===== config.mk =====
export PLATFORM = sky130hd
export DESIGN_NAME = ptrm_core
export DESIGN_NICKNAME = d
export VERILOG_FILES = /design/src/hw/ptrm_pkg.sv /design/src/hw/ptrm_fifo.sv /design/src/hw/ptrm_core.sv
export SDC_FILE = /design/constraint.sdc
export NUM_CORES = 1
export LEC_CHECK = 0
export ABC_AREA = 0
export BUFFER_PORTS_ARGS = -buffer_cell sky130_fd_sc_hd__buf_2
export CORE_MARGIN = 3
export CORE_UTILIZATION = 25
export CTS_CLUSTER_DIAMETER = 40
export CTS_CLUSTER_SIZE = 25
export DETAILED_ROUTE_END_ITERATION = 12
export PLACE_DENSITY = 0.52
export SLEW_MARGIN = 10
export SYNTH_ARGS = -nofsm -noshare
export SYNTH_HDL_FRONTEND = slang
export SYNTH_SLANG_ARGS = --single-unit

===== constraint.sdc =====
create_clock -name core_clk -period 4.1 [get_ports core_clk]
set_input_delay 0.82 -clock core_clk [delete_from_list [all_inputs] [get_ports core_clk]]
set_output_delay 0.82 -clock core_clk [all_outputs]
set_load 0.1 [all_outputs]

===== src/hw/ptrm_pkg.sv =====
/*
 * ptrm_pkg: constants and types shared by the pci target read / master termination bridge.
 * assumes a single 25 MHz pci clock domain.
 */
`default_nettype none
package ptrm_pkg;
  localparam int unsigned DATA_W          = 32;
  localparam int unsigned FIFO_DEPTH      = 16;
  localparam int unsigned BAR_N           = 2;
  localparam int unsigned CLK_PERIOD_NS   = 40;
  // master abort window, in clocks after frame asserted
  localparam int unsigned DEVSEL_WAIT_CLK = 5;
  localparam logic [7:0]  DEVSEL_WAIT_Q   = 8'h05;
  localparam logic [31:0] BAR0_BASE_RST   = 32'h0000_0000;
  localparam logic [31:0] BAR1_BASE_RST   = 32'h0001_0000;
  localparam logic [31:0] BAR_MASK        = 32'hffff_0000;
  localparam logic [3:0]  CMD_IO_RD       = 4'h2;
  localparam logic [3:0]  CMD_MEM_RD      = 4'h6;
  localparam logic [3:0]  CMD_CFG_RD      = 4'ha;
  localparam logic [3:0]  CMD_CFG_WR      = 4'hb;

  typedef enum logic [2:0] {
    PTRM_END_NORMAL    = 3'h0,
    PTRM_END_TIMEOUT   = 3'h1,
    PTRM_END_NO_TARGET = 3'h2,
    PTRM_END_TGT_ABORT = 3'h3,
    PTRM_END_RETRY     = 3'h4,
    PTRM_END_DISCON    = 3'h5,
    PTRM_END_GNT_ABORT = 3'h6,
    PTRM_END_LOCAL     = 3'h7
  } ptrm_end_t;

  typedef enum logic [3:0] {
    PTRM_LM_IDLE     = 4'h0,
    PTRM_LM_ADDR_LD  = 4'h1,
    PTRM_LM_BUS_TRAN = 4'h2,
    PTRM_LM_BUS_TERM = 4'h3
  } ptrm_lm_state_t;
endpackage : ptrm_pkg
`default_nettype wire


===== src/hw/ptrm_fifo.sv =====
/*
 * ptrm_fifo: parameterised valid/ready fifo on the read data path.
 * assumes one clock, asynchronous active-low reset.
 */
`timescale 1ns/10ps
`default_nettype none
module ptrm_fifo #(
  parameter int unsigned WIDTH = 32,
  parameter int unsigned DEPTH = 16
) (
  input  wire logic             core_clk,
  input  wire logic             nrst,
  input  wire logic [WIDTH-1:0] in_data,
  input  wire logic             in_valid,
  output logic                  in_ready,
  output logic      [WIDTH-1:0] out_data,
  output logic                  out_valid,
  input  wire logic             out_ready
);
  localparam int unsigned AW = $clog2(DEPTH);
  logic [WIDTH-1:0] mem [DEPTH];
  logic [AW-1:0]    wr_q;
  logic [AW-1:0]    rd_q;
  logic [AW:0]      cnt_q;
  logic             push;
  logic             pop;

  assign in_ready  = (cnt_q != (AW+1)'(DEPTH));
  assign out_valid = (cnt_q != '0);
  assign push      = in_valid && in_ready;
  assign pop       = out_valid && out_ready;
  assign out_data  = mem[rd_q];

  always_ff @(posedge core_clk) begin
    if (push) begin
      mem[wr_q] <= in_data;
    end
  end

  always_ff @(posedge core_clk or negedge nrst) begin
    if (!nrst) begin
      wr_q  <= '0;
      rd_q  <= '0;
      cnt_q <= '0;
    end else begin
      if (push) begin
        wr_q <= wr_q + 1'b1;
      end
      if (pop) begin
        rd_q <= rd_q + 1'b1;
      end
      cnt_q <= cnt_q + (AW+1)'(push) - (AW+1)'(pop);
    end
  end
endmodule : ptrm_fifo
`default_nettype wire


===== src/hw/ptrm_core.sv =====
/*
 * ptrm_core: pci master termination reporting and 32-bit target single read.
 * assumes pci pins already resolved into in/out/oe triples outside; one pci clock.
 */
`timescale 1ns/10ps
`default_nettype none
module ptrm_core
  import ptrm_pkg::*;
(
  input  wire logic                    core_clk,
  input  wire logic                    nrst,
  // pci target pins
  input  wire logic                    frame_n_in,
  input  wire logic                    irdy_n_in,
  input  wire logic [31:0]             ad_in,
  input  wire logic [3:0]              cbe_n_in,
  output logic      [31:0]             ad_out,
  output logic                         ad_oe_n,
  output logic                         devsel_n_out,
  output logic                         trdy_n_out,
  output logic                         tctl_oe_n,
  input  wire logic                    claim_speed_setting,
  // master side status from the bus engine
  input  wire logic                    mst_frame_n,
  input  wire logic                    mst_gnt_n,
  input  wire logic                    mst_lat_expired,
  input  wire logic                    mst_devsel_n,
  input  wire logic                    mst_trdy_n,
  input  wire logic                    mst_irdy_n,
  input  wire logic                    mst_stop_n,
  input  wire logic                    mst_addr_load,
  input  wire logic                    mst_last,
  input  wire logic                    mst_local_fail,
  input  wire logic                    local_master_abort_req_n,
  output logic                         mst_end_req,
  output ptrm_pkg::ptrm_end_t          master_end_code,
  output ptrm_pkg::ptrm_lm_state_t     local_master_state,
  // local target back end
  output logic      [31:0]             target_addr_to_backend,
  output logic      [3:0]              target_cmd_to_backend,
  output logic      [ptrm_pkg::BAR_N-1:0] bar_hit,
  output logic                         target_access_active_n,
  input  wire logic                    local_target_ready_n,
  output logic                         local_target_xfer_strobe_n,
  input  wire logic [31:0]             l_ad_in,
  output logic                         cfg_access,
  input  wire logic [31:0]             cfg_rdata
);
  ////////////////////////////////////////////////////////////////////////////
  // pin synchronisers
  logic [1:0] frame_s;
  logic [1:0] irdy_s;
  logic [1:0] dsel_s;
  logic [1:0] trdy_s;
  logic [1:0] stop_s;
  logic [1:0] gnt_s;
  logic [1:0] abrt_s;
  logic [1:0] lrdy_s;
  logic [1:0] slow_s;
  logic [31:0] ad_s1;
  logic [31:0] ad_s2;
  logic [3:0]  cbe_s1;
  logic [3:0]  cbe_s2;

  always_ff @(posedge core_clk or negedge nrst) begin
    if (!nrst) begin
      frame_s <= 2'h3;
      irdy_s  <= 2'h3;
      dsel_s  <= 2'h3;
      trdy_s  <= 2'h3;
      stop_s  <= 2'h3;
      gnt_s   <= 2'h3;
      abrt_s  <= 2'h3;
      lrdy_s  <= 2'h3;
      slow_s  <= 2'h0;
      ad_s1   <= '0;
      ad_s2   <= '0;
      cbe_s1  <= 4'hf;
      cbe_s2  <= 4'hf;
    end else begin
      frame_s <= {frame_s[0], frame_n_in};
      irdy_s  <= {irdy_s[0], irdy_n_in};
      dsel_s  <= {dsel_s[0], mst_devsel_n};
      trdy_s  <= {trdy_s[0], mst_trdy_n};
      stop_s  <= {stop_s[0], mst_stop_n};
      gnt_s   <= {gnt_s[0], mst_gnt_n};
      abrt_s  <= {abrt_s[0], local_master_abort_req_n};
      lrdy_s  <= {lrdy_s[0], local_target_ready_n};
      slow_s  <= {slow_s[0], claim_speed_setting};
      ad_s1   <= ad_in;
      ad_s2   <= ad_s1;
      cbe_s1  <= cbe_n_in;
      cbe_s2  <= cbe_s1;
    end
  end

  ////////////////////////////////////////////////////////////////////////////
  // master termination tracking
  logic [7:0]     dsel_cnt_q;
  logic           first_q;
  logic           tran_clk1_q;
  logic           abort_pend_q;
  logic           in_tran;
  logic           phase_done;
  ptrm_end_t      end_d;
  logic           end_now;

  assign in_tran    = (local_master_state == PTRM_LM_BUS_TRAN);
  assign phase_done = !mst_irdy_n && !trdy_s[1];

  always_comb begin
    end_now = 1'b1;
    end_d   = PTRM_END_NORMAL;
    if (!in_tran) begin
      end_now = 1'b0;
    end else if (mst_local_fail) begin
      end_d = PTRM_END_LOCAL;
    end else if (dsel_s[1] && stop_s[1] == 1'b0) begin
      end_d = PTRM_END_TGT_ABORT;
    end else if (dsel_s[1] && dsel_cnt_q >= DEVSEL_WAIT_Q) begin
      end_d = PTRM_END_NO_TARGET;
    end else if (!stop_s[1] && trdy_s[1] && first_q) begin
      end_d = PTRM_END_RETRY;
    end else if (!stop_s[1]) begin
      end_d = PTRM_END_DISCON;
    end else if (abort_pend_q && phase_done) begin
      end_d = PTRM_END_LOCAL;
    end else if (gnt_s[1] && mst_lat_expired) begin
      end_d = PTRM_END_TIMEOUT;
    end else if (gnt_s[1] && phase_done && !mst_last) begin
      end_d = PTRM_END_GNT_ABORT;
    end else if (mst_last && phase_done) begin
      end_d = PTRM_END_NORMAL;
    end else begin
      end_now = 1'b0;
    end
  end

  assign mst_end_req = end_now;

  always_ff @(posedge core_clk or negedge nrst) begin
    if (!nrst) begin
      local_master_state <= PTRM_LM_IDLE;
      first_q            <= 1'b0;
      tran_clk1_q        <= 1'b0;
      dsel_cnt_q         <= '0;
    end else begin
      case (local_master_state)
        PTRM_LM_IDLE: begin
          if (mst_addr_load) begin
            local_master_state <= PTRM_LM_ADDR_LD;
          end
        end
        PTRM_LM_ADDR_LD: begin
          if (!mst_frame_n) begin
            local_master_state <= PTRM_LM_BUS_TRAN;
            first_q            <= 1'b1;
            tran_clk1_q        <= 1'b1;
            dsel_cnt_q         <= '0;
          end
        end
        PTRM_LM_BUS_TRAN: begin
          first_q     <= first_q && trdy_s[1];
          tran_clk1_q <= 1'b0;
          if (dsel_s[1] && dsel_cnt_q != 8'hff) begin
            dsel_cnt_q <= dsel_cnt_q + 8'h01;
          end
          if (end_now) begin
            local_master_state <= PTRM_LM_BUS_TERM;
          end
        end
        PTRM_LM_BUS_TERM: begin
          local_master_state <= PTRM_LM_IDLE;
        end
        default: begin
          local_master_state <= PTRM_LM_IDLE;
        end
      endcase
    end
  end

  // abort requests in address load or the first transaction clock are dropped
  always_ff @(posedge core_clk or negedge nrst) begin
    if (!nrst) begin
      abort_pend_q <= 1'b0;
    end else if (!in_tran || end_now) begin
      abort_pend_q <= 1'b0;
    end else if (!abrt_s[1] && !tran_clk1_q) begin
      abort_pend_q <= 1'b1;
    end
  end

  always_ff @(posedge core_clk or negedge nrst) begin
    if (!nrst) begin
      master_end_code <= PTRM_END_NORMAL;
    end else if (end_now) begin
      master_end_code <= end_d;
    end
  end

  ////////////////////////////////////////////////////////////////////////////
  // target single read
  typedef enum logic [2:0] {
    TS_IDLE, TS_DECODE, TS_HIT, TS_DATA, TS_DONE, TS_CFG
  } ptrm_tstate_t;

  function automatic logic [BAR_N-1:0] bar_decode(input logic [31:0] a);
    bar_decode[0] = ((a & BAR_MASK) == BAR0_BASE_RST);
    bar_decode[1] = ((a & BAR_MASK) == BAR1_BASE_RST);
  endfunction : bar_decode

  function automatic logic is_read(input logic [3:0] c);
    is_read = (c == CMD_IO_RD) || (c == CMD_MEM_RD);
  endfunction : is_read

  ptrm_tstate_t ts_q;
  logic         frame_prev_q;
  logic         addr_phase;
  logic [1:0]   rdy_pipe_q;
  logic [31:0]  fifo_out;
  logic         fifo_valid;
  logic         fifo_in_ready;
  logic         fifo_pop;
  logic         push;

  assign addr_phase = frame_prev_q && !frame_s[1];
  assign push       = !local_target_xfer_strobe_n && (ts_q == TS_HIT || ts_q == TS_DATA);
  // the data phase needs the master ready as well
  assign fifo_pop   = (ts_q == TS_DATA) && rdy_pipe_q[1] && fifo_valid && !irdy_s[1];

  always_ff @(posedge core_clk or negedge nrst) begin
    if (!nrst) begin
      frame_prev_q <= 1'b1;
    end else begin
      frame_prev_q <= frame_s[1];
    end
  end

  always_ff @(posedge core_clk or negedge nrst) begin
    if (!nrst) begin
      ts_q                   <= TS_IDLE;
      target_addr_to_backend <= '0;
      target_cmd_to_backend  <= '0;
      bar_hit                <= '0;
      target_access_active_n <= 1'b1;
      devsel_n_out           <= 1'b1;
      tctl_oe_n              <= 1'b1;
      cfg_access             <= 1'b0;
    end else begin
      case (ts_q)
        TS_IDLE: begin
          if (addr_phase) begin
            target_addr_to_backend <= ad_s2;
            target_cmd_to_backend  <= ~cbe_s2;
            ts_q                   <= TS_DECODE;
          end
        end
        TS_DECODE: begin
          if (target_cmd_to_backend == CMD_CFG_RD || target_cmd_to_backend == CMD_CFG_WR) begin
            cfg_access   <= 1'b1;
            devsel_n_out <= (target_cmd_to_backend != CMD_CFG_RD);
            tctl_oe_n    <= (target_cmd_to_backend != CMD_CFG_RD);
            ts_q         <= TS_CFG;
          end else if (is_read(target_cmd_to_backend) &&
                       |bar_decode(target_addr_to_backend)) begin
            bar_hit                <= bar_decode(target_addr_to_backend);
            target_access_active_n <= 1'b0;
            // fast timing claims together with the hits
            devsel_n_out           <= slow_s[1];
            tctl_oe_n              <= slow_s[1];
            ts_q                   <= TS_HIT;
          end else begin
            ts_q <= TS_IDLE;
          end
        end
        TS_HIT: begin
          // slow timing claims one clock after the hits
          devsel_n_out <= 1'b0;
          tctl_oe_n    <= 1'b0;
          ts_q         <= TS_DATA;
        end
        TS_DATA: begin
          if (fifo_pop) begin
            ts_q <= TS_DONE;
          end
        end
        TS_DONE: begin
          devsel_n_out           <= 1'b1;
          tctl_oe_n              <= 1'b1;
          bar_hit                <= '0;
          target_access_active_n <= 1'b1;
          ts_q                   <= TS_IDLE;
        end
        TS_CFG: begin
          cfg_access <= 1'b0;
          ts_q       <= TS_DONE;
        end
        default: begin
          ts_q <= TS_IDLE;
        end
      endcase
    end
  end

  // strobe follows sampled ready by one clock; ready then data two clocks on
  always_ff @(posedge core_clk or negedge nrst) begin
    if (!nrst) begin
      local_target_xfer_strobe_n <= 1'b1;
      rdy_pipe_q                 <= 2'h0;
    end else begin
      // one strobe per read: synced ready stays low a few clocks after the back end drops it
      local_target_xfer_strobe_n <= !(!lrdy_s[1] && !target_access_active_n && !fifo_valid &&
                                      local_target_xfer_strobe_n && fifo_in_ready &&
                                      ts_q != TS_DONE);
      rdy_pipe_q <= {rdy_pipe_q[0], !lrdy_s[1] && !target_access_active_n};
    end
  end

  always_ff @(posedge core_clk or negedge nrst) begin
    if (!nrst) begin
      trdy_n_out <= 1'b1;
      ad_out     <= '0;
      ad_oe_n    <= 1'b1;
    end else if (fifo_pop) begin
      trdy_n_out <= 1'b0;
      ad_out     <= fifo_out;
      ad_oe_n    <= 1'b0;
    end else if (ts_q == TS_CFG && target_cmd_to_backend == CMD_CFG_RD) begin
      trdy_n_out <= 1'b0;
      ad_out     <= cfg_rdata;
      ad_oe_n    <= 1'b0;
    end else begin
      trdy_n_out <= 1'b1;
      ad_oe_n    <= 1'b1;
    end
  end

  // back end word taken while strobe is low
  ptrm_fifo #(
    .WIDTH (DATA_W),
    .DEPTH (FIFO_DEPTH)
  ) u_fifo (
    .core_clk  (core_clk),
    .nrst      (nrst),
    .in_data   (l_ad_in),
    .in_valid  (push),
    .in_ready  (fifo_in_ready),
    .out_data  (fifo_out),
    .out_valid (fifo_valid),
    .out_ready (fifo_pop)
  );
endmodule : ptrm_core
`default_nettype wire


Word-level counts from Yosys, hierarchy flattened
Memories as Yosys holds them, arrays and structs flattened. Cells that the tools add are included.

RAM bits: 512. Logic and storage cells: 186. Register bits: 202. Output and inout port bits: 85. Memories kept: 1.

Reduce and logical (&&, ||, !) cells: 64. Multiplexer cells: 53. Magnitude comparators: 1. Bitwise gates (word level): 2. Eq/ne operators: 26. Add/subtract/negate cells: 5.

Memory list: u_fifo.mem (words 16, width 32, read ports 1, clocked after Yosys merged registers in 0, write ports 1, line ptrm_fifo.sv:21) `logic [WIDTH-1:0] mem [DEPTH];`.

Operator list (number): $mux W32 (2); $mux W3 (12); $logic_not A32 Y1 (1); $logic_and A1 B1 Y1 (27); $mux W1 (22); $eq A16 B1 Y1 const B (1); $mux W8 (2); $pmux W8 S2 (1); $pmux W3 S5 (1); $logic_not A1 Y1 (14); $mux W4 (3); $ne A2 B2 Y1 const B (6); $pmux W4 S3 (1); $reduce_and A2 Y1 (5); $reduce_bool A2 Y1 (5); $reduce_and A3 Y1 (3); $add A4 B1 Y4 const B (2); $add A8 B1 Y8 const B (1); $eq A4 B2 Y1 const B (2); $eq A4 B4 Y1 const B (2); $ge A8 B3 Y1 const B (1); $ne A8 B8 Y1 const B (1); $pmux W1 S2 (4); $eq A3 B2 Y1 const B (2); other kinds (21) (30).

Logic depth before layout (Yosys ltp)
Gate-level depths: netlist (run 1).

Depth after elaboration: 15. Depth in mapped cells: 17. Depth with buffers taken out: 15.

Hierarchy
A second synthesis (run 1) with hierarchy kept.

Cells, all modules: 1504. Area total of the unflattened synthesis: 27201.1 µm².

Modules (own cells, without submodules): ptrm_fifo (instances 1, area each 20382.0 µm², cells each 1007); ptrm_core (instances 1, area each 6819.0 µm², cells each 497).

Worst setup path after synthesis (run 1)
Ideal clock, no wire load.

Path kind: flip-flop to flip-flop. From: reg u_fifo.cnt_q[2]. To: mem u_fifo.mem[4][0], enable pin. Required time: 3.632 ns. Stages on the path, launching flop included: 6. Arrival: 3.662 ns. Path buffers: 0. Slack: -0.030 ns. Cells stage by stage: dfrtp_1 inv_1 ha_1 a311oi_2 nand2_1 nor3b_1.

Cells in the longest elaborated chain, start to end: 4.

RTL lines: start, declared (line ptrm_fifo.sv:24) `logic [AW:0] cnt_q;`; start signal, assigned (line ptrm_fifo.sv:52) `cnt_q <= cnt_q + (AW+1)'(push) - (AW+1)'(pop);`; $ne A5 B5 Y1 (line ptrm_fifo.sv:28) `assign in_ready = (cnt_q != (AW+1)'(DEPTH));`; $logic_and A1 B1 Y1 (line ptrm_fifo.sv:30) `assign push = in_valid && in_ready;`; net u_fifo.push (line ptrm_fifo.sv:25) `logic push;`; $mux W1 (line ptrm_fifo.sv:35) `if (push) begin`; $mux W1 (not written as such) (line ptrm_fifo.sv:36) `mem[wr_q] <= in_data;`; end, declared (line ptrm_fifo.sv:21).

The timed path passes the listed nets, and every way through them passes these cells.

Worst setup path after layout (run 1)
From: reg dsel_cnt_q[0]. To: out mst_end_req.

Cells in the longest elaborated chain, start to end: 6.

RTL lines: start, declared (line ptrm_core.sv:99) `logic [7:0] dsel_cnt_q;`; start signal, assigned (line ptrm_core.sv:166) `dsel_cnt_q <= dsel_cnt_q + 8'h01;`; $ge A8 B3 Y1 (line ptrm_core.sv:120) `end else if (dsel_s[1] && dsel_cnt_q >= DEVSEL_WAIT_Q) begin`; $logic_and A1 B1 Y1 (line ptrm_core.sv:120); $mux W1 (line ptrm_core.sv:120); $mux W1 (line ptrm_core.sv:118) `end else if (dsel_s[1] && stop_s[1] == 1'b0) begin`; $mux W1 (line ptrm_core.sv:116) `end else if (mst_local_fail) begin`; $mux W1 (line ptrm_core.sv:114) `if (!in_tran) begin`; end, declared (line ptrm_core.sv:35) `output logic mst_end_req,`.

Every way passes these cells.

==> results of run 1 <==
==> layer usage <==
metal,vias to the layer above,part of all wire
li1,6013,-
met1,7165,0.44
met2,396,0.48
met3,113,0.059
met4,4,0.024
met5,-,0.00048
==> Yosys cell counts, types with 2 or more instances <==
| cell | number |
|---|---|
| a211oi_1 | 2 |
| a21o_1 | 3 |
| a21oi_1 | 49 |
| a31oi_1 | 3 |
| and2_1 | 17 |
| and3_1 | 4 |
| and3b_1 | 2 |
| buf_1 | 2 |
| buf_2 | 36 |
| buf_4 | 6 |
| clkbuf_1 | 23 |
| dfrtp_1 | 171 |
| dfstp_2 | 29 |
| edfxtp_1 | 512 |
| ha_1 | 18 |
| inv_1 | 22 |
| mux2_1 | 2 |
| mux2_2 | 36 |
| mux2i_1 | 68 |
| mux4_2 | 128 |
| nand2_1 | 54 |
| nand2b_1 | 5 |
| nand3_1 | 3 |
| nand4_1 | 5 |
| nor2_1 | 22 |
| nor2b_1 | 2 |
| nor3_1 | 4 |
| nor3b_1 | 8 |
| nor4_1 | 5 |
| nor4b_1 | 2 |
| o211ai_1 | 4 |
| o21ai_0 | 49 |
| o21ai_1 | 2 |
| o22ai_1 | 29 |
| or3_1 | 2 |
| xnor2_1 | 9 |
==> through the flow <==
| stage | util | area (sq um) |
|---|---|---|
| 4_1_cts | 0.316 | 33400 |
| 2_1_floorplan | - | 26800 |
| 5_1_grt | 0.316 | 33400 |
| 6_report | 0.316 | 33400 |
| 3_3_place_gp | 0.281 | 29700 |
| 3_5_place_dp | 0.281 | 29700 |
==> path summary, 6_finish.rpt <==
| path | from | end | slack, ns | depth (start not counted) |
|---|---|---|---|---|
| max | dsel_cnt_q[0] | mst_end_req | 0.53 | 8 |
| max reg2reg | ts_q[2] | u_fifo.mem[0][22] | 0.94 | 5 |
| min reg2reg | ad_s1[15] | ad_s2[15] | 0.34 | 0 |
| min | cbe_n_in[1] | cbe_s1[1] | 0.26 | 1 |
| min in group asynchronous | nrst | ad_s1[0] | 0.28 | 1 |
| max in group asynchronous | nrst | dsel_s[0] | 2.85 | 2 |
==> flip-flops by register name (all words and copies together) (netlist names), 3 cells and up <==
| register | count |
|---|---|
| u_fifo.mem | 512 |
| ad_out | 32 |
| ad_s1 | 32 |
| ad_s2 | 32 |
| target_addr_to_backend | 32 |
| dsel_cnt_q | 8 |
| u_fifo.cnt_q | 5 |
| cbe_s1 | 4 |
| cbe_s2 | 4 |
| target_cmd_to_backend | 4 |
| u_fifo.rd_q | 4 |
| u_fifo.wr_q | 4 |
| master_end_code | 3 |
| ts_q | 3 |
==> area by class of cell <==
cell class | instances | area [sq um] | area share
clock inverter | 86 | 1030 | 0.0309
tap | 1391 | 1740 | 0.0521
multi-input combinational | 559 | 5980 | 0.179
antenna | 6 | 15.0 | 0.000449
inverter | 23 | 87.6 | 0.00262
timing repair buffer | 239 | 1440 | 0.0432
clock buffer | 113 | 2680 | 0.0802
sequential | 712 | 20400 | 0.611
==> report_power, final <==
group          internal [uW]  total [uW]  switching, uW
registers               8150        8410            264
logic                    651        3670           3020
clock network           5560        9180           3620
==> logic make-up after synthesis <==
family	count (synthesis)	share of synthesized area
other cells	1	0.000140
simple gates	140	0.0264
buf+inv	92	0.0158
flops	712	0.763
fa+ha+maj	19	0.00916
compound gates	154	0.0332
xor+xnor	10	0.00327
mux	234	0.149
==> flow_summary.yaml, run 1 <==
route:
  drc: 0
  drtPass1Iterations: 4
  final_antenna_net_count: 0
  vias: 13691
  drt-vias-per-instance: 4.38
  drt_iter0_markers: 883
  wire_per_inst_um: 20.7
  wl_um: 64700
grt:
  grt_use_met1: 0.154
  grt_overflow: 0
  top_usage_layer: "met2"
  grt_use_total: 0.116
  grt_max_degree: 121
  grt_use_met3: 0.0296
  met2_usage: 0.186
  grt_pass1_wl_um: 97000
  antenna_found_initial: 8
  first_global_vias: 14850
place:
  port_buffers: 199
  dp_slack_ns: 0.798
  hpwl_um: 39200
  routabilityCongestion: 0.739
  place_inst: 2924
finish:
  syn_to_final_growth_pct: 24.8
  final_cells: 3129
  layout-drive-gt1-share: 0.374
  layout_common_cells: "512 x edfxtp_1, 198 x buf_2, 167 x dfrtp_1"
  nFillCells: 10267
  nets: 1776
  layout_commonest_cell: "edfxtp_1"
run_status:
  status: "completed"
die:
  die_w_um: 333
  rows: 119
  num_io_pins: 202
  core-area_sq_mm: 0.106
  chipHeight_um: 333
  initial_core_util: 0.253
  die_area_sq_mm: 0.111
run:
  maxCapViolCount: 0
worst_setup_path:
  crit_path_frequent_cell: "inv_1"
  crit_path_end_kind: "output pin"
  crit_family: "buffers and inverters"
  startpoint_type: "register"
  critPathArrivalTime_ns: 2.75
  slowest_delay_ns: 0.42
  path_cells: "inv_1, ha_1, nor2b_1, o211ai_1, a211oi_1, nand2b_1, inv_1, buf_2"
  worst_ep_required_time_ns: 3.28
  path_class: "reg2out"
  cp.buffers_inverters: 3
  critPathSlowestCell: "buf_2"
  crit_fanout: 4
clocking:
  clock_latency_ns: 0.67
  ctsRootBufferMaster: "clkbuf_16"
  cts_tree: "done"
  hold_buffers: 0
  postCtsSetupBuffers: 0
  tritoncts_num_sinks: 712
  h-tree-depth: 3
  numCtsBuffers: 105
  clock_path_buffers: 3
  cts_resized: 0
  clkTransAtPathRegs_ns: 0.05
synthesis:
  synth-seq-cells: 712
  syn-cell-area_sq_mm: 0.0268
  yosys-top-cells-area: "edfxtp_1 57%, dfrtp_1 16%, mux4_2 11%"
  syn_avg_cell_area_sq_um: 19.6
  synth_edf_count: 512
  synthArstFlopShare: 0.281
  synth_top_area_cell: "edfxtp_1"
  synthCells: 1362
  synth_top_area_frac: 0.575
  seq_area_frac_synth: 0.763
  yosys.cell_types.count: 60
  synth_warnings: 0
  synth_flop_cell: "edfxtp_1"
power:
  power.density_mw_per_mm2: 637
  vdd_ir_drop_max_v: 0.000311
  power_uw: 21300
  p_leak_uw: 0.0115
timing:
  fin_ws_ns: 0.528
  whs_ns: 0.263
  worstMarginPinSlew_ns: 0.958
  drv_slew: 0
  fin_tns_setup_ns: 0
  finalCritPeriodShare: 0.871
  maxSlewHeadroom: 0.361
  period_minus_slack_ns: 3.57
  skew_ns: 0.0412
  rsz0062_at_grt: "false"
  fmax_ghz: 0.280
  hold_viol: 0
  finalSetupViolCount: 0
min_path:
  min_path_type: "in2reg"
(Power assumes the default switching activity.)
==> inputs of run 2 (changes only) <==
Settings changed: ABC_AREA 0 to 1, PLACE_DENSITY 0.52 to 0.51.
Clock period 4.1 ns to 4.65 ns, I/O delays scaled along.
==> run 2 against run 1 <==
  * Clock power fell by 10%
  * Synthesized cell count rose by 78%
  * Sequential power decreased by 13%
  * Non-clock buffer count rose by 3
==> flow_summary.yaml, run 2 <==
finish:
  largest_register_ffs: 512
  layout-drive-gt1-share: 0.183
  layout_commonest_cell: "nand2_1"
  syn_to_final_growth_pct: 22.7
  top_register: "u_fifo.mem"
  nets: 2783
  layout_common_cells: "546 x nand2_1, 512 x edfxtp_1, 299 x nor2_1"
grt:
  grt_use_total: 0.137
  grt_max_degree: 160
  first_global_vias: 18302
  grt_overflow: 0
  antenna_found_initial: 16
  grt_pass1_wl_um: 121000
synthesis:
  synth_compound_area_frac: 0.0409
  synth_mux_area_frac: 0.00759
  yosys-top-cells-area: "edfxtp_1 55%, dfrtp_1 15%, nand2_1 7.3%"
  synthCells: 2428
  synth_top_area_frac: 0.545
  synth_xor_area_frac: 0.00435
  syn-cell-area_sq_mm: 0.0282
  synth_flop_cell: "edfxtp_1"
  synthArstFlopShare: 0.281
  synth_simple_gate_area_share: 0.172
  synth_edf_count: 512
  synth-seq-cells: 712
  syn_avg_cell_area_sq_um: 11.6
  synth_warnings: 0
  yosys.cell_types.count: 36
  synth-adder-area-share: 0.00870
  synth_top_family_by_area: "simple AND/OR/NAND/NOR gates"
  yosysMostFrequentCell: "nand2_1"
  synth_top_area_cell: "edfxtp_1"
  ys_top_cells_by_count: "546 x nand2_1, 512 x edfxtp_1, 315 x nor2_1"
  seq_area_frac_synth: 0.724
worst_setup_path:
  path_cells: "inv_1, ha_1, nand2_1, nand2_1, nand3_1, nand2_1, nand3_1, nand2_1, inv_1, buf_2"
  path_class: "reg2out"
  slowest_delay_ns: 0.42
  critPathSlowestCell: "buf_2"
  crit_path_frequent_cell: "nand2_1"
  critPathArrivalTime_ns: 2.34
  cp.buffers_inverters: 3
  r2r_end: "u_fifo.mem[9][13]"
  reg2reg_from: "ts_q[2]"
  crit_path_end_kind: "output pin"
  r2r_slack_ns: 1.76
  crit_fanout: 5
  worst_ep_required_time_ns: 3.72
  r2r_cells: 6
  crit_family: "buffers and inverters"
  startpoint_type: "register"
route:
  vias: 18544
  wl_um: 81200
  final_antenna_net_count: 0
  drt-vias-per-instance: 4.39
  drt_iter0_markers: 1532
  drc: 0
  wire_per_inst_um: 19.2
  drtPass1Iterations: 5
die:
  die_w_um: 342
  chipHeight_um: 342
  rows: 122
  num_io_pins: 202
  die_area_sq_mm: 0.117
  initial_core_util: 0.253
  core-area_sq_mm: 0.111
clocking:
  cts_resized: 0
  clock_latency_ns: 0.66
  hold_buffers: 0
  h-tree-depth: 3
  clkTransAtPathRegs_ns: 0.05
  postCtsSetupBuffers: 0
  ctsRootBufferMaster: "clkbuf_16"
  clock_path_buffers: 3
  tritoncts_num_sinks: 712
  numCtsBuffers: 101
  cts_tree: "done"
place:
  hpwl_um: 47200
  port_buffers: 199
  routabilityCongestion: 0.767
power:
  vdd_ir_drop_max_v: 0.000300
  p_leak_uw: 0.0135
  power.density_mw_per_mm2: 532
  power_uw: 18400
timing:
  skew_ns: 0.0307
  hold_viol: 0
  rsz0062_at_grt: "false"
  drv_slew: 0
  finalSetupViolCount: 0
  finalCritPeriodShare: 0.703
  fmax_ghz: 0.306
  worstMarginPinSlew_ns: 1.12
  maxSlewHeadroom: 0.254
  period_minus_slack_ns: 3.27
  fin_tns_setup_ns: 0
min_path:
  min_path_type: "in2async"
run_status:
  status: "completed"
run:
  maxCapViolCount: 0
run 2: cell types whose count changed after synthesis, moves of 22 or more:
cell and change:
nor2_1 +293, nand3_1 +247, inv_1 +112, clkbuf_1 +22, nand2_1 +492, nand4_1 +36, a21oi_1 +43, o21ai_0 +75
mux4_2 -128, o22ai_1 -29, mux2i_1 -68
run 2: routing by layer:
metal  GRT usage  vias to the layer above  wire length, um
li1            -                     8729                -
met5           0                        -               91
met1       0.181                     9156            35300
met4      0.0414                       14             2210
met2       0.225                      492            38900
met3      0.0315                      153             4730
run 2: worst max-delay path by stage:
stage / startpoint / end / cells after the start
floorplan: local_master_state[1] / mst_end_req / 4
global placement: mst_irdy_n / mst_end_req / 9
detailed placement: mst_irdy_n / mst_end_req / 9
CTS: dsel_cnt_q[0] / mst_end_req / 10
global route: dsel_cnt_q[0] / mst_end_req / 10
finish: dsel_cnt_q[0] / mst_end_req / 10
run 2: per-stage QoR:
stage	hold slack [ns]	std cells	area, sq um	util	setup slack (ns)
after floorplan	0.331	2429	28200	-	1.44
after global placement	0.331	4032	30900	0.278	1.59
after detailed placement	0.335	4032	30900	0.278	1.62
after CTS	0.330	4223	34600	0.311	1.31
after global routing	0.335	4224	34600	0.311	1.19
final	0.313	4227	34600	0.311	1.38
run 2: layout make-up:
cell class / count / area (sq um)
repair buffers: 242 / 1350
flip-flops and latches: 712 / 20400
clock buffers: 111 / 2660
diodes: 4 / 10.0
fillers: 11232 / 76700
inverters: 141 / 542
clock inverters: 80 / 1020
multi-input cells: 1449 / 6720
well taps: 1488 / 1860
run 2: where the power goes:
| part | switching, uW | internal (uW) |
|---|---|---|
| Clock | 3010 | 5240 |
| Combinational | 2390 | 443 |
| Sequential | 181 | 7130 |
| Total | 5580 | 12800 |
run 2: logic make-up (layout without fill, tap and decap cells):
| kind of cell | after synthesis | count (layout) |
|---|---|---|
| and+or+nand+nor | 1166 | 1166 |
| DFF | 712 | 712 |
| buffers and inverters | 268 | 574 |
| AOI/OAI and AO/OA | 229 | 229 |
| adders and majority gates | 19 | 19 |
| muxes | 19 | 19 |
| xor gates and xnor gates | 14 | 14 |
| other | 1 | 6 |
run 2: worst reg2reg max path, delay by kind of cell (launching register included):
family                 cells  cell delay [ns]
flip-flops                 1             0.43
buffers and inverters      2             0.61
AND/OR/NAND/NOR            4             1.53
==> inputs of run 3 (changes only) <==
Settings changed: ABC_AREA 1 to 0, PLACE_DENSITY 0.51 to 0.52.
Clock period 4.65 ns to 2.7 ns, I/O delays scaled along.
==> run 3 against run 2 <==
  * Largest power group unchanged
  * Die area fell by 5.0%
  * Sequential cell count did not move
  * Wire length decreased by 19%
  * Non-clock buffer count is 87 higher
  * Final area is 0.88% lower
  * Combinational power rose by 110%
  * Global-route usage decreased by 1.9 points
==> flow_summary.yaml, run 3 (synthesis results as in run 1) <==
finish:
  seq_area_sq_mm: 0.0204
  layout_commonest_cell: "edfxtp_1"
  multi_input_area_sq_mm: 0.00615
  layout_common_cells: "512 x edfxtp_1, 197 x buf_2, 167 x dfrtp_1"
  layout-drive-gt1-share: 0.385
  nFillCells: 10129
  syn_to_final_growth_pct: 28.1
  nets: 1861
  top_register: "u_fifo.mem"
  largest_register_ffs: 512
timing:
  worstMarginPinSlew_ns: 0.935
  drv_slew: 0
  rsz0062_at_grt: "true"
  skew_ns: 0.0240
  maxSlewHeadroom: 0.377
  finalSetupViolCount: 0
  finalCritPeriodShare: 0.995
  fmax_ghz: 0.372
  hold_viol: 0
  period_minus_slack_ns: 2.69
  fin_tns_setup_ns: 0
worst_setup_path:
  startpoint_type: "register"
  crit_start: "trdy_s[1]"
  r2r_slack_ns: 0.05
  crit_path_end: "mst_end_req"
  worst_ep_required_time_ns: 2.16
  reg2reg_from: "u_fifo.cnt_q[3]"
  r2r_end: "u_fifo.cnt_q[4]"
  path_class: "reg2out"
  critPathArrivalTime_ns: 2.15
  r2r_cells: 15
  crit_path_end_kind: "output pin"
  crit_fanout: 5
route:
  wl_um: 65700
  vias: 14091
  drt_iter0_markers: 850
  drc: 0
  drtPass1Iterations: 5
  final_antenna_net_count: 0
  drt-vias-per-instance: 4.40
  wire_per_inst_um: 20.5
grt:
  first_global_vias: 15253
  grt_overflow: 0
  grt_use_total: 0.118
  grt_max_degree: 69
  grt_pass1_wl_um: 98500
  antenna_found_initial: 13
die:
  die_w_um: 333
  num_io_pins: 202
  initial_core_util: 0.253
  chipHeight_um: 333
  die_area_sq_mm: 0.111
  core-area_sq_mm: 0.106
  rows: 119
clocking:
  numCtsBuffers: 100
  ctsRootBufferMaster: "clkbuf_16"
  clock_latency_ns: 0.66
  cts_tree: "done"
  tritoncts_num_sinks: 712
  clock_path_buffers: 3
  clkTransAtPathRegs_ns: 0.05
  h-tree-depth: 3
min_path:
  min_path_type: "in2reg"
place:
  routabilityCongestion: 0.734
  hpwl_um: 38300
  port_buffers: 199
power:
  power.density_mw_per_mm2: 929
  vdd_ir_drop_max_v: 0.000432
  power_uw: 31800
  p_leak_uw: 0.0119
run:
  maxCapViolCount: 0
run_status:
  status: "completed"
-- run 3: per-layer routing --
layer  wire length, um  vias to the layer above  part of all wire  GRT usage
met5                35                        -           0.00053          0
li1                  -                     6157                 -          -
met2             30800                      442              0.47      0.190
met4              1740                        8             0.026     0.0380
met3              4590                      123             0.070     0.0350
met1             28500                     7361              0.43      0.154
-- run 3: timing repair --
| action | CTS | global route |
|---|---|---|
| pin swaps | 3 | 9 |
| hold endpoints to repair | 94 | 0 |
| gates cloned | 0 | 0 |
| gates resized for setup | 16 | 17 |
| hold buffers | 46 | 0 |
| setup endpoints to repair | 2 | 5 |
| buffers inserted | 15 | 9 |
-- run 3: per-stage QoR --
step / area (sq um) / utilization / cells / hold slack (ns) / setup WS (ns)
2_1_floorplan: 26800 / - / 1363 / 0.244 / -0.359
3_3_place_gp: 30100 / 0.284 / 2944 / 0.334 / 0.0159
3_5_place_dp: 30100 / 0.284 / 2944 / 0.336 / 0.00714
4_1_cts: 34100 / 0.323 / 3192 / 0.115 / -0.0669
5_1_grt: 34300 / 0.324 / 3201 / 0.148 / -0.116
6_report: 34300 / 0.324 / 3206 / 0.167 / 0.0146
-- run 3: worst min-delay path by stage --
| stage | startpoint | to | slack (ns) | depth (start not counted) |
|---|---|---|---|---|
| 2_1_floorplan | nrst | abort_pend_q | 0.24 | 0 |
| 3_3_place_gp | ad_s1[2] | ad_s2[2] | 0.33 | 0 |
| 3_5_place_dp | ad_s1[19] | ad_s2[19] | 0.34 | 0 |
| 4_1_cts | cfg_rdata[17] | ad_out[17] | 0.11 | 3 |
| 5_1_grt | cfg_rdata[1] | ad_out[1] | 0.15 | 3 |
| 6_report | cfg_rdata[12] | ad_out[12] | 0.17 | 3 |
-- run 3: where the power goes --
part	switching [uW]	internal [uW]	leakage, uW
clock	5110	7950	0.00164
combinational	4730	1290	0.00337
sequential	402	12400	0.00686
total	10200	21600	0.0119
-- run 3: layout make-up --
class                           instances  area share
Sequential cell                       712       0.596
Multi-Input combinational cell        559       0.179
Clock buffer                          113      0.0756
Timing Repair Buffer                  329      0.0712
Tap cell                             1391      0.0508
Clock inverter                         74      0.0243
Inverter                               23     0.00266
Antenna cell                            5    0.000365
-- run 3: worst max-delay path, stage by stage (launching register included) --
cell and delay, ns:
dfstp_2 0.40, or3b_2 0.52, o311ai_4 0.09, a211oi_2 0.09
nand2b_4 0.16, inv_2 0.08, buf_12 0.17
